`config.mk`:
```
export PLATFORM = sky130hd
export DESIGN_NAME = hpctl_top
export DESIGN_NICKNAME = d
export VERILOG_FILES = /design/src/include/hpctl_pkg.sv /design/src/design/hpctl_top.sv
export SDC_FILE = /design/constraint.sdc
export NUM_CORES = 1
export LEC_CHECK = 0
export BUFFER_PORTS_ARGS = -buffer_cell sky130_fd_sc_hd__buf_4
export CELL_PAD_IN_SITES_DETAIL_PLACEMENT = 1
export CELL_PAD_IN_SITES_GLOBAL_PLACEMENT = 1
export CORE_MARGIN = 3
export CORE_UTILIZATION = 30
export DETAILED_ROUTE_END_ITERATION = 7
export PLACE_DENSITY_LB_ADDON = 0.1
export SYNTH_ARGS = -nofsm -noshare
export SYNTH_HDL_FRONTEND = slang
export SYNTH_SLANG_ARGS = --single-unit
```
`constraint.sdc`:
```
create_clock -name clk -period 4 [get_ports clk]
set_clock_uncertainty 0.2 [all_clocks]
set_input_delay 0.4 -clock clk [delete_from_list [all_inputs] [get_ports clk]]
set_output_delay 0.4 -clock clk [all_outputs]
set_load 0.02 [all_outputs]
```
`src/include/hpctl_pkg.sv`:
```
package hpctl_pkg;

    // ------------------------------------------------------------
    // APB register map (byte addresses)
    // ------------------------------------------------------------
    localparam logic [7:0] HPCTL_CTRL_OFS = 8'h00;
    localparam logic [7:0] HPCTL_STAT_OFS = 8'h04;
    localparam logic [7:0] HPCTL_IRQ_STAT_OFS = 8'h08;
    localparam logic [7:0] HPCTL_IRQ_MASK_OFS = 8'h0C;
    localparam logic [7:0] HPCTL_CORE_STAT_OFS = 8'h10;
    localparam logic [7:0] HPCTL_HIGH_OFS = 8'h14;
    localparam logic [7:0] HPCTL_MID_OFS = 8'h18;
    localparam logic [7:0] HPCTL_LOW_OFS = 8'h1C;

    // ------------------------------------------------------------
    // Host-side addresses of the three data byte registers
    // ------------------------------------------------------------
    localparam logic [2:0] HPCTL_HADDR_FIRST = 3'h5;
    localparam logic [2:0] HPCTL_HADDR_MID = 3'h6;
    localparam logic [2:0] HPCTL_HADDR_LAST = 3'h7;

    // ------------------------------------------------------------
    // Control register fields
    // ------------------------------------------------------------
    localparam int HPCTL_RECEIVE_REQUEST_ENABLE_BIT = 0;
    localparam int HPCTL_TRANSMIT_REQUEST_ENABLE_BIT = 1;
    localparam int HPCTL_DREQ_BIT = 2;
    localparam int HPCTL_HF0_BIT = 3;
    localparam int HPCTL_HF1_BIT = 4;
    localparam int HPCTL_LEND_BIT = 5;
    localparam logic [7:0] HPCTL_CTRL_WMASK = 8'h3F;
    localparam logic [7:0] HPCTL_CTRL_RESET = 8'h00;

    // Interrupt status bits
    localparam int HPCTL_IRQ_TX_BIT = 0;
    localparam int HPCTL_IRQ_RX_BIT = 1;
    localparam logic [1:0] HPCTL_IRQ_RESET = 2'h0;

    typedef enum logic [1:0] {
        HPCTL_SEL_NONE = 2'b00,
        HPCTL_SEL_HIGH = 2'b01,
        HPCTL_SEL_MID = 2'b10,
        HPCTL_SEL_LOW = 2'b11
    } hpctl_sel_type;

endpackage : hpctl_pkg

```
`src/design/hpctl_top.sv`:
```
`timescale 1ns/1ns

// Overview of operation
// Endian bit clear: high byte at host address 5, middle 6, low 7.
// Endian bit set: high byte at host address 7, middle 6, low 5.
// Host flag one, control bit 4, host-written only, shown to core.
// Host flag zero, control bit 3, host-written only, shown to core.
// Double-request clear: shared pins are single request out, ack in.
// Double-request set: shared pins are transmit and receive requests.
// Transmit request raised only when its enable and transmit-empty set.
// Receive request raised only when its enable and receive-full set.
// Single mode request pin is OR of both enabled conditions.
// Double mode each pin follows only its own enabled condition.
// Control register host readable and writable; core cannot reach it.
// Hardware and software reset clear the whole control register.
// Reserved control bit 6 held at zero and reads zero.
module hpctl_top
    import hpctl_pkg::*;
(
    input wire logic clk,
    input wire logic rst,
    input wire logic soft_reset,
    input wire logic psel,
    input wire logic penable,
    input wire logic pwrite,
    input wire logic [7:0] paddr,
    input wire logic [31:0] pwdata,
    output logic [31:0] prdata,
    output logic pready,
    output logic pslverr,
    input wire logic transmit_empty_status,
    input wire logic receive_full_status,
    input wire logic host_acknowledge_pin,
    input wire logic [2:0] host_addr,
    output logic [1:0] host_byte_sel,
    output logic shared_host_request_pin,
    output logic receive_request_pin,
    output logic host_ack_seen,
    output logic host_to_core_flag_one,
    output logic host_to_core_flag_zero,
    output logic irq
);

    // ------------------------------------------------------------
    // Register state
    // ------------------------------------------------------------
    logic [7:0] ctrl_q;
    logic [7:0] ctrl_d;
    logic [1:0] irq_stat_q;
    logic [1:0] irq_stat_d;
    logic [1:0] irq_mask_q;
    logic [1:0] irq_mask_d;
    logic [31:0] prdata_q;
    logic [31:0] prdata_d;
    logic pslverr_q;
    logic pslverr_d;
    logic [1:0] sel_q;
    logic [1:0] sel_d;
    logic ack_q;
    logic ack_d;
    // Registered copies of the request pins for the status register
    logic tx_req_q;
    logic rx_req_q;
    logic share_q;
    logic rxpin_q;
    logic tx_req_d;
    logic rx_req_d;
    logic share_d;
    logic rxpin_d;
    logic tx_prev_q;
    logic rx_prev_q;
    logic tx_prev_d;
    logic rx_prev_d;
    // One wait state: set in the first access cycle, cleared in the second
    logic wait_q;
    logic wait_d;

    // Decoded bus strobes and control fields
    logic access;
    logic wr;
    logic little_endian_select;
    logic double_request_select;
    logic transmit_request_enable;
    logic receive_request_enable;
    logic [7:0] core_status;
    logic [1:0] irq_event;
    hpctl_sel_type sel_c;

    assign access = psel & penable;
    // Writes land only at the edge that completes the access, so a
    // write-one-to-clear acts once; an event raised in the first access cycle is still cleared
    assign wr = access & pwrite & wait_q;
    assign little_endian_select = ctrl_q[HPCTL_LEND_BIT];
    assign double_request_select = ctrl_q[HPCTL_DREQ_BIT];
    assign transmit_request_enable = ctrl_q[HPCTL_TRANSMIT_REQUEST_ENABLE_BIT];
    assign receive_request_enable = ctrl_q[HPCTL_RECEIVE_REQUEST_ENABLE_BIT];

    // Core sees the flags read-only; no core port can write them.
    assign core_status = {6'h00, ctrl_q[HPCTL_HF1_BIT],
                          ctrl_q[HPCTL_HF0_BIT]};

    // ------------------------------------------------------------
    // Control register
    // ------------------------------------------------------------
    always_comb begin
        ctrl_d = ctrl_q;
        // Software reset shares this clear path; it reaches no other state
        if (rst || soft_reset) begin
            ctrl_d = HPCTL_CTRL_RESET;
        end else if (wr && paddr == HPCTL_CTRL_OFS) begin
            // Bit 6 and the initialize bit are never stored
            ctrl_d = pwdata[7:0] & HPCTL_CTRL_WMASK;
        end
    end

    always_ff @(posedge clk) begin
        ctrl_q <= ctrl_d;
    end

    // ------------------------------------------------------------
    // Request pins
    // ------------------------------------------------------------
    // Pins are registered so an enable change never glitches the host line
    always_comb begin
        tx_req_d = transmit_request_enable & transmit_empty_status;
        rx_req_d = receive_request_enable & receive_full_status;
        if (double_request_select) begin
            share_d = tx_req_d;
            rxpin_d = rx_req_d;
        end else begin
            share_d = tx_req_d | rx_req_d;
            rxpin_d = 1'b0;
        end
        if (rst) begin
            tx_req_d = 1'b0;
            rx_req_d = 1'b0;
            share_d = 1'b0;
            rxpin_d = 1'b0;
        end
    end

    always_ff @(posedge clk) begin
        tx_req_q <= tx_req_d;
        rx_req_q <= rx_req_d;
        share_q <= share_d;
        rxpin_q <= rxpin_d;
    end

    // In single mode the second shared pin is the acknowledge input
    // In double mode that pin is the receive request, so the copy reads 0
    always_comb begin
        ack_d = double_request_select ? 1'b0 : host_acknowledge_pin;
        if (rst) begin
            ack_d = 1'b0;
        end
    end

    always_ff @(posedge clk) begin
        ack_q <= ack_d;
    end

    // ------------------------------------------------------------
    // Host byte address decode
    // ------------------------------------------------------------
    always_comb begin
        sel_c = HPCTL_SEL_NONE;
        // Addresses outside the data bytes select nothing
        case (host_addr)
            HPCTL_HADDR_FIRST: begin
                sel_c = little_endian_select ? HPCTL_SEL_LOW
                                             : HPCTL_SEL_HIGH;
            end
            HPCTL_HADDR_MID: begin
                sel_c = HPCTL_SEL_MID;
            end
            HPCTL_HADDR_LAST: begin
                sel_c = little_endian_select ? HPCTL_SEL_HIGH
                                             : HPCTL_SEL_LOW;
            end
            default: begin
                sel_c = HPCTL_SEL_NONE;
            end
        endcase
        sel_d = rst ? 2'h0 : sel_c;
    end

    always_ff @(posedge clk) begin
        sel_q <= sel_d;
    end

    // ------------------------------------------------------------
    // Interrupt status and mask
    // ------------------------------------------------------------
    // Rising edges of the enabled requests are the events
    assign irq_event = {rx_req_q & ~rx_prev_q, tx_req_q & ~tx_prev_q};

    always_comb begin
        irq_stat_d = irq_stat_q;
        irq_mask_d = irq_mask_q;
        if (wr && paddr == HPCTL_IRQ_STAT_OFS) begin
            irq_stat_d = irq_stat_q & ~pwdata[1:0];
        end
        if (wr && paddr == HPCTL_IRQ_MASK_OFS) begin
            irq_mask_d = pwdata[1:0];
        end
        // A new event beats a clear in the same cycle
        irq_stat_d = irq_stat_d | irq_event;
        tx_prev_d = tx_req_q;
        rx_prev_d = rx_req_q;
        if (rst) begin
            irq_stat_d = HPCTL_IRQ_RESET;
            irq_mask_d = HPCTL_IRQ_RESET;
            tx_prev_d = 1'b0;
            rx_prev_d = 1'b0;
        end
    end

    always_ff @(posedge clk) begin
        irq_stat_q <= irq_stat_d;
        irq_mask_q <= irq_mask_d;
        tx_prev_q <= tx_prev_d;
        rx_prev_q <= rx_prev_d;
    end

    // ------------------------------------------------------------
    // APB read path
    // ------------------------------------------------------------
    always_comb begin
        // Read data is held between reads so a slow master sees it stand
        prdata_d = prdata_q;
        pslverr_d = 1'b0;
        if (access && !pwrite) begin
            case (paddr)
                HPCTL_CTRL_OFS: prdata_d = {24'h000000, ctrl_q};
                HPCTL_STAT_OFS: prdata_d = {26'h0000000, ack_q,
                    rx_req_q, tx_req_q, receive_full_status,
                    transmit_empty_status, double_request_select};
                HPCTL_IRQ_STAT_OFS: prdata_d = {30'h00000000, irq_stat_q};
                HPCTL_IRQ_MASK_OFS: prdata_d = {30'h00000000, irq_mask_q};
                HPCTL_CORE_STAT_OFS: prdata_d = {24'h000000, core_status};
                HPCTL_HIGH_OFS: prdata_d = {29'h00000000,
                    little_endian_select ? HPCTL_HADDR_LAST
                                         : HPCTL_HADDR_FIRST};
                HPCTL_MID_OFS: prdata_d = {29'h00000000, HPCTL_HADDR_MID};
                HPCTL_LOW_OFS: prdata_d = {29'h00000000,
                    little_endian_select ? HPCTL_HADDR_FIRST
                                         : HPCTL_HADDR_LAST};
                default: begin
                    prdata_d = 32'h00000000;
                    pslverr_d = 1'b1;
                end
            endcase
        end else if (access) begin
            // Writes to read-only offsets are refused rather than dropped
            pslverr_d = !(paddr == HPCTL_CTRL_OFS
                || paddr == HPCTL_IRQ_STAT_OFS
                || paddr == HPCTL_IRQ_MASK_OFS);
        end
        if (rst) begin
            prdata_d = 32'h00000000;
            pslverr_d = 1'b0;
        end
    end

    always_ff @(posedge clk) begin
        prdata_q <= prdata_d;
        pslverr_q <= pslverr_d;
    end

    // ------------------------------------------------------------
    // APB handshake
    // ------------------------------------------------------------
    // Data is registered, so the access phase takes two cycles
    always_comb begin
        wait_d = 1'b0;
        if (!rst && access) begin
            // The second access cycle clears it for the release
            wait_d = !wait_q;
        end
    end

    always_ff @(posedge clk) begin
        wait_q <= wait_d;
    end

    assign pready = wait_q;
    assign prdata = prdata_q;
    assign pslverr = pslverr_q & wait_q;

    // ------------------------------------------------------------
    // Outputs
    // ------------------------------------------------------------
    assign shared_host_request_pin = share_q;
    assign receive_request_pin = rxpin_q;
    assign host_ack_seen = ack_q;
    assign host_byte_sel = sel_q;
    assign host_to_core_flag_one = ctrl_q[HPCTL_HF1_BIT];
    assign host_to_core_flag_zero = ctrl_q[HPCTL_HF0_BIT];
    // Level output: stays high until software clears or masks the bit
    assign irq = |(irq_stat_q & irq_mask_q);

endmodule : hpctl_top

```
# --- After elaboration in Yosys (flattened, before gate mapping) ---
# Index checks and enable logic that the tools add are counted.
op_classes:
  n_shift: 0
  bitwise_logic: 16
  order_cmp: 0
  n_mux: 11
  n_eq_ne: 10
  n_reduce_logical: 17
  div: 0
  multipliers: 0
  addsub: 0
op_table:
  columns: ["op", "n"]
  rows:
  - ["$pmux 6 s8", 1]
  - ["$eq 8x5->1 const B", 4]
  - ["$eq 8x4->1 const B", 2]
  - ["$mux 2", 5]
  - ["$eq 3x3->1 const B", 3]
  - ["$and 1x1->1", 8]
  - ["$eq 8x3->1 const B", 1]
  - ["$logic_not 8->1", 1]
  - ["$reduce_or 8->1", 1]
  - ["$pmux 2 s3", 1]
  - ["$reduce_or 2->1", 3]
  - ["$logic_and 1x1->1", 5]
  - ["$and 2x2->2", 2]
  - ["$logic_not 1->1", 4]
  - ["$mux 1", 4]
  - ["$logic_or 1x1->1", 3]
  - ["$not 1->1", 3]
  - ["$not 2->2", 1]
  - ["$or 2x2->2", 1]
  - ["$or 1x1->1", 1]
totals:
  output_inout_bits: 42
  n_memories: 0
  latchBits: 0
  mem_bits_rw: 0
  input_bits: 52
  mem_bits_ro: 0
  wordCells: 68
  ff_bits: 53

# --- Longest topological paths before layout ---
# Gate-level depths: netlist of run 1.
logic_depth:
  ltp_word: 6
  depth_mapped: 5
  mapped_depth_nobuf: 4

# --- Worst setup path after synthesis of run 1 ---
# OpenSTA, ideal clock, no wires.
synth_path:
  path_type: "input to register"
  from: "in paddr[0]"
  to: "reg ctrl_q[0]"
  setup_time_ns: 0.134
  path_stages: 4
  arrival_time_ns: 1.694
  slack_ns: 1.972
  t_required_ns: 3.666
  path_cell_list: "or4_4 or4_4 o21ai_1 a211oi_1"
synth_between:
  elab_chain_len: 2
synth_lines:
  columns: ["item", "line", "rtl"]
  rows:
  - ["start, declared", "hpctl_top.sv:26", "input wire logic [7:0] paddr,"]
  - ["$logic_not 8->1", "hpctl_top.sv:110", "end else if (wr && paddr == HPCTL_CTRL_OFS) begin"]
  - ["$logic_and 1x1->1", "hpctl_top.sv:110", null]
  - ["end signal, assigned", "hpctl_top.sv:117", "ctrl_q <= ctrl_d;"]
  - ["end, declared", "hpctl_top.sv:47", "logic [7:0] ctrl_q;"]
# No other way between the ends.
# A chain may end at the register's enable or synchronous reset.

# --- Worst setup path after layout of run 1 ---
layout_path:
  from: "in paddr[0]"
  to: "reg irq_mask_q[1]"
layout_between:
  elab_chain_len: 2
layout_lines:
  columns: ["item", "line", "rtl"]
  rows:
  - ["$eq 8x4->1", "hpctl_top.sv:203", "if (wr && paddr == HPCTL_IRQ_MASK_OFS) begin"]
  - ["$logic_and 1x1->1", "hpctl_top.sv:203", null]
  - ["end signal, assigned", "hpctl_top.sv:220", "irq_mask_q <= irq_mask_d;"]
  - ["end, declared", "hpctl_top.sv:51", "logic [1:0] irq_mask_q;"]
# No other way between the ends.

==> results_dict.tcl, run 1 <==
set metrics [dict create \
    clockBufferDepth 2 \
    relSlewSlack 0.599 \
    fill_cells 535 \
    synth_ff_type "dfxtp_1" \
    htreeDepth 1 \
    drive_gt1_frac 0.259 \
    final_cells 249 \
    power_frac_comb 0.149 \
    synth_edf_count 0 \
    n_antenna_cell 0 \
    post_cts.repair.setup_buffers 0 \
    hp-class "input pin to register" \
    viasPerCell 4.88 \
    drt_iter0_drc 35 \
    ant_nets 0 \
    cts_tree "done" \
    max_freq_ghz 0.476 \
    antenna_found_initial 0 \
    wl_per_cell_um 15.2 \
    power_switching_uw 140 \
    grt_max_degree 17 \
    critical_path_arrival_ns 2.11 \
    power.density_mw_per_mm2 301 \
    die_w_um 74.0 \
    grt_pass1_vias 1184 \
    sequentialPowerShare 0.535 \
    start_kind "input pin" \
    report.final.slew_viol_count 0 \
    initial_core_util 0.314 \
    grt-ovfl-total 0 \
    die_area_mm2 0.00548 \
    cp_max_fo 8 \
    ctsResizeCount 0 \
    port_buffers 41 \
    finalSetupViolCount 0 \
    dp_cells 245 \
    worstPathRequired_ns 4.01 \
    syn_avg_cell_area_um2 8.78 \
    hold_viol 0 \
    wl_um 3770 \
    root_buffer "clkbuf_8" \
    status "finished, final reports clean" \
    async_flop_share 0 \
    core_area_mm2 0.00441 \
    drt_first_pass_iters 4 \
    synthesis.area_mm2 0.00139 \
    period_needed_ns 2.10 \
    internal_power_uw 368 \
    clk_pin_slew_ns 0.09 \
    dp_hpwl_um 2950 \
    ys_warn_count 0 \
    synth-seq-area-share 0.390 \
    cts_inserted_buffers 3 \
    vias 1214 \
    max_cap_violations 0 \
    grt_pass1_wl_um 6000 \
    clock_latency_ns 0.28 \
    p_leak_uw 0.000733 \
    timing.final.crit_share 0.525 \
    p_sw_frac 0.275 \
    holdBufCountCts 0 \
    io_pins 94 \
    syn_to_final_growth_pct 21.5 \
    crit_path_end_kind "register" \
    crit_type "input pin to register" \
    drc 0 \
    max-vdd-ir-drop_uv 106 \
    ys_seq_elements 27 \
    final_nets 250 \
    clkPwrFrac 0.315 \
    tightest_slew_ns 0.599 \
    gp_congestion 0.780 \
    tns_ns 0 \
    ys_types 40 \
    cts_sinks 27 \
    dieHeight_um 74.0 \
    track_usage 0.142 \
    rsz0062_at_grt "false" \
    synthCells 158 \
    row_count 24 \
]
## power groups by stage
| stage | sequential (µW) | combinational (µW) | clock, µW |
|---|---|---|---|
| 2_1_floorplan | 280 | 59.8 | 0 |
| 5_1_grt | 272 | 83.3 | 178 |
| 4_1_cts | 272 | 75.6 | 165 |
| 3_5_place_dp | 278 | 75.5 | 0 |
| 3_3_place_gp | 278 | 74.2 | 0 |
| 6_report | 272 | 75.8 | 160 |
## kinds of logic after synthesis
| logic type | count (synthesis) | share of synthesized area |
|---|---|---|
| other | 1 | 0.00270 |
| and+or+nand+nor | 55 | 0.229 |
| xor gates and xnor gates | 1 | 0.00631 |
| buffers and inverters | 34 | 0.162 |
| DFF | 27 | 0.390 |
| AOI/OAI and AO/OA | 35 | 0.172 |
| muxes | 5 | 0.0379 |
## worst paths after layout
check,start,end,slack [ns],cells past startpoint
worst max-delay path,paddr[0],irq_mask_q[1]$_SDFFE_PP0P_,1.90,5
worst min-delay path,soft_reset,ctrl_q[1]$_SDFFE_PP0P_,0.13,2
worst max register to register,pready$_SDFF_PN0_,irq_mask_q[1]$_SDFFE_PP0P_,2.21,4
worst min register to register,pready$_SDFF_PN0_,pready$_SDFF_PN0_,0.28,1
## synthesized netlist by cell type (2+ instances only)
master	instances	share of area
nor2b_1	8	0.036
buf_4	26	0.14
o21ai_0	3	0.011
and2_1	3	0.014
a22oi_1	3	0.016
dfxtp_1	27	0.39
a211oi_1	7	0.038
o21ai_1	6	0.022
a21oi_1	5	0.018
nor2_1	8	0.022
a32o_1	2	0.014
mux2_2	2	0.016
nand3_1	7	0.025
nand2_1	11	0.030
or4_4	2	0.016
mux2i_1	3	0.022
clkbuf_1	5	0.014
inv_1	3	0.0081
and3_1	6	0.027
## sequential cells by signal (all words and copies together) (netlist names)
signal and count:
pready 1, receive_request_pin 1, host_ack_seen 1, tx_req_q 1, pslverr_q 1, rx_prev_q 1
prdata 6, rx_req_q 1, ctrl_q 6, irq_mask_q 2, shared_host_request_pin 1, host_byte_sel 2
irq_stat_q 2, tx_prev_q 1
## per-stage QoR
step / area [µm²] / utilization / worst slack (ns) / power, µW / hold WS, ns
finish: 1690 / 0.382 / 1.90 / 508 / 0.133
global placement: 1640 / 0.372 / 1.71 / 352 / 0.260
CTS: 1690 / 0.382 / 1.90 / 512 / 0.128
detailed placement: 1640 / 0.372 / 1.61 / 354 / 0.270
global route: 1690 / 0.382 / 1.88 / 534 / 0.130
floorplan: 1480 / - / 1.97 / 340 / 0.244
## worst max-delay path: stages
cell	delay, ns
buf_4	0.11
or4_4	0.57
nor4_4	0.53
and3_2	0.30
mux2i_1	0.19
## final cells by class
type | instances | area, µm² | area share
multi-input cells | 122 | 716 | 0.425
flip-flops and latches | 27 | 541 | 0.321
repair buffers | 41 | 308 | 0.183
well taps | 52 | 65.1 | 0.0386
clock buffers | 4 | 45.0 | 0.0267
inverters | 3 | 11.3 | 0.00668
## routing by layer
layer,vias up,part of all wire,global-route usage
met5,-,0,0
met4,0,0.023,0.0584
met3,7,0.057,0.0230
met2,42,0.48,0.226
met1,575,0.44,0.192
li1,590,-,-
## cell usage in the layout, fill, tap and decap left out, types with 2 or more instances in the layout
cell      instances
a211oi_1          7
a21oi_1           5
a22oi_1           3
a32o_1            2
and2_1            3
and3_1            6
buf_4            41
clkbuf_8          3
conb_1           26
dfxtp_1          27
inv_1             3
mux2_2            2
mux2i_1           3
nand2_1          11
nand3_1           7
nor2_1            8
nor2b_1           8
o21ai_0           3
o21ai_1           6
or4_4             2
(Power assumes the default switching activity.)
==> run 2: changes to the inputs <==
--- a/config.mk
+++ b/config.mk
@@ -9,7 +9,7 @@
 export CELL_PAD_IN_SITES_DETAIL_PLACEMENT = 1
 export CELL_PAD_IN_SITES_GLOBAL_PLACEMENT = 1
 export CORE_MARGIN = 3
-export CORE_UTILIZATION = 30
+export CORE_UTILIZATION = 28
 export DETAILED_ROUTE_END_ITERATION = 7
 export PLACE_DENSITY_LB_ADDON = 0.1
 export SYNTH_ARGS = -nofsm -noshare
==> constraint.sdc (replaced) <==
create_clock -name clk -period 2.2 [get_ports clk]
set_clock_uncertainty 0.2 [all_clocks]
set_input_delay 0.22 -clock clk [delete_from_list [all_inputs] [get_ports clk]]
set_output_delay 0.22 -clock clk [all_outputs]
set_load 0.02 [all_outputs]
==> run 2 against run 1 <==
  * Design area grew 5.3%
  * Register-to-register slack got worse by 1.6 ns
  * Via count increased by 2.1%
  * Highest routed layer unchanged
  * Clock power is 79% higher
  * Largest power group unchanged
  * First-iteration DRC count rose by 60%
  * Die area grew 6.5%
  * Hold slack got worse by 0.12 ns
  * Critical path type unchanged
==> results_dict.tcl, run 2 (synthesis gave the netlist of run 1 again) <==
set metrics [dict create \
    grt_pass1_vias 1293 \
    initial_core_util 0.304 \
    max_cap_violations 0 \
    drive_gt1_frac 0.263 \
    clockBufferDepth 2 \
    crit_family "simple AND/OR/NAND/NOR gates" \
    cp_max_fo 6 \
    die_area_mm2 0.00584 \
    timing.final.crit_share 0.797 \
    reg2reg_to "ctrl_q[3]$_SDFFE_PP0P_" \
    cts_sinks 27 \
    antenna_found_initial 0 \
    p_leak_uw 0.000771 \
    worstSetupStartpoint "paddr[0]" \
    utilization 0.389 \
    root_buffer "clkbuf_8" \
    fin_hold_ws_ns 0.0119 \
    drt_iter0_drc 56 \
    slowest_delay_ns 0.57 \
    post_cts.repair.setup_buffers 0 \
    gp_congestion 0.816 \
    htreeDepth 1 \
    wl_per_cell_um 14.3 \
    dieHeight_um 76.4 \
    cp_cell_sequence "buf_4 > or4_4 > or4_4 > o21ai_1 > a211oi_1" \
    period_needed_ns 1.75 \
    hold_viol 0 \
    rr_worst_depth 4 \
    relSlewSlack 0.644 \
    holdBufCountCts 5 \
    core_area_mm2 0.00456 \
    globalRouteMet3Util 0.00709 \
    wl_um 3870 \
    postPlaceCellArea_mm2 0.00168 \
    io_pins 94 \
    path_common_cell "or4_4" \
    final_nets 258 \
    min-delay-start "pwdata[4]" \
    grt_use_met2 0.239 \
    dp_hpwl_um 3130 \
    viasPerCell 4.59 \
    fill_cells 569 \
    port_buffers 41 \
    status "finished, final reports clean" \
    worst_path_max_delay_cell "or4_4" \
    grt_busiest_layer "met2" \
    die_w_um 76.4 \
    drt_first_pass_iters 4 \
    path_buf_inv 1 \
    finalInstanceArea_mm2 0.00177 \
    drc 0 \
    grt_max_degree 17 \
    tns_ns 0 \
    ant_nets 0 \
    rsz0062_at_grt "false" \
    report.final.slew_viol_count 0 \
    grt_pass1_wl_um 6420 \
    worstPathRequired_ns 2.16 \
    layout_common_cells "buf_4, dfxtp_1, conb_1" \
    finalSetupViolCount 0 \
    layout_commonest_cell "buf_4" \
    syn_to_final_growth_pct 27.9 \
    critPathCapture "ctrl_q[3]$_SDFFE_PP0P_" \
    hp-class "input pin to register" \
    cts_tree "done" \
    met1_usage 0.166 \
    max-vdd-ir-drop_uv 202 \
    critical_path_arrival_ns 1.71 \
    max_freq_ghz 0.570 \
    r2r_slack_ns 0.57 \
    multi_input_area_um2 716 \
    track_usage 0.134 \
    final-seq-area_um2 541 \
    crit_path_end_kind "register" \
    ctsResizeCount 0 \
    n_antenna_cell 0 \
    vias 1240 \
    power.density_mw_per_mm2 522 \
    crit_cells 5 \
    cts_inserted_buffers 3 \
    power_uw 927 \
    rr_startpoint "pready$_SDFF_PN0_" \
    crit_type "input pin to register" \
    clk_pin_slew_ns 0.09 \
    tightest_slew_ns 0.526 \
    start_kind "input pin" \
    grt-ovfl-total 0 \
    clock_latency_ns 0.27 \
    row_count 24 \
]
## run 2: cell count changes in the layout (fill, tap and decap cells not counted), sizes merged
cell / before / now
dlygate4sd3: 0 / 5
buf: 41 / 44
## run 2: where the power goes
group	internal (µW)	leakage [µW]	switching [µW]
sequential	492	0.000218	1.74
clock	130	0.0000228	156
combinational	53.9	0.000530	92.8
## run 2: worst min-delay path by stage
| stage | end | slack [ns] | cells past startpoint |
|---|---|---|---|
| floorplan | rx_prev_q$_SDFF_PP0_ | 0.09 | 1 |
| finish | ctrl_q[4]$_SDFFE_PP0P_ | 0.01 | 3 |
| CTS | ctrl_q[2]$_SDFFE_PP0P_ | 0.009 | 3 |
| global placement | ctrl_q[1]$_SDFFE_PP0P_ | 0.24 | 2 |
| detailed placement | ctrl_q[5]$_SDFFE_PP0P_ | 0.25 | 2 |
| global route | irq_mask_q[1]$_SDFFE_PP0P_ | 0.02 | 3 |
## run 2: worst register-to-register path: cells and delay by family (launching register included)
family             cells  cell delay, ns
DFF                    1            0.38
AOI/OAI and AO/OA      2            0.26
and+or+nand+nor        2            0.69
## run 2: final cells by class
type                    instances  share of cell area
clock buffers                   4              0.0254
inverters                       3             0.00635
multi-input cells             122               0.403
flip-flops and latches         27               0.305
well taps                      65              0.0458
repair buffers                 49               0.214
## run 2: per-stage QoR
stage | setup slack [ns] | instances
global placement | 0.184 | 261
detailed placement | 0.156 | 261
floorplan | 0.352 | 183
global route | 0.390 | 270
CTS | 0.442 | 270
finish | 0.447 | 270
## run 2: routing by layer
layer	part of all wire	up-vias	wire (µm)
met3	0.036	4	141
met5	0	-	0
met1	0.44	598	1690
met4	0.015	0	57
met2	0.51	33	1980
li1	-	605	-
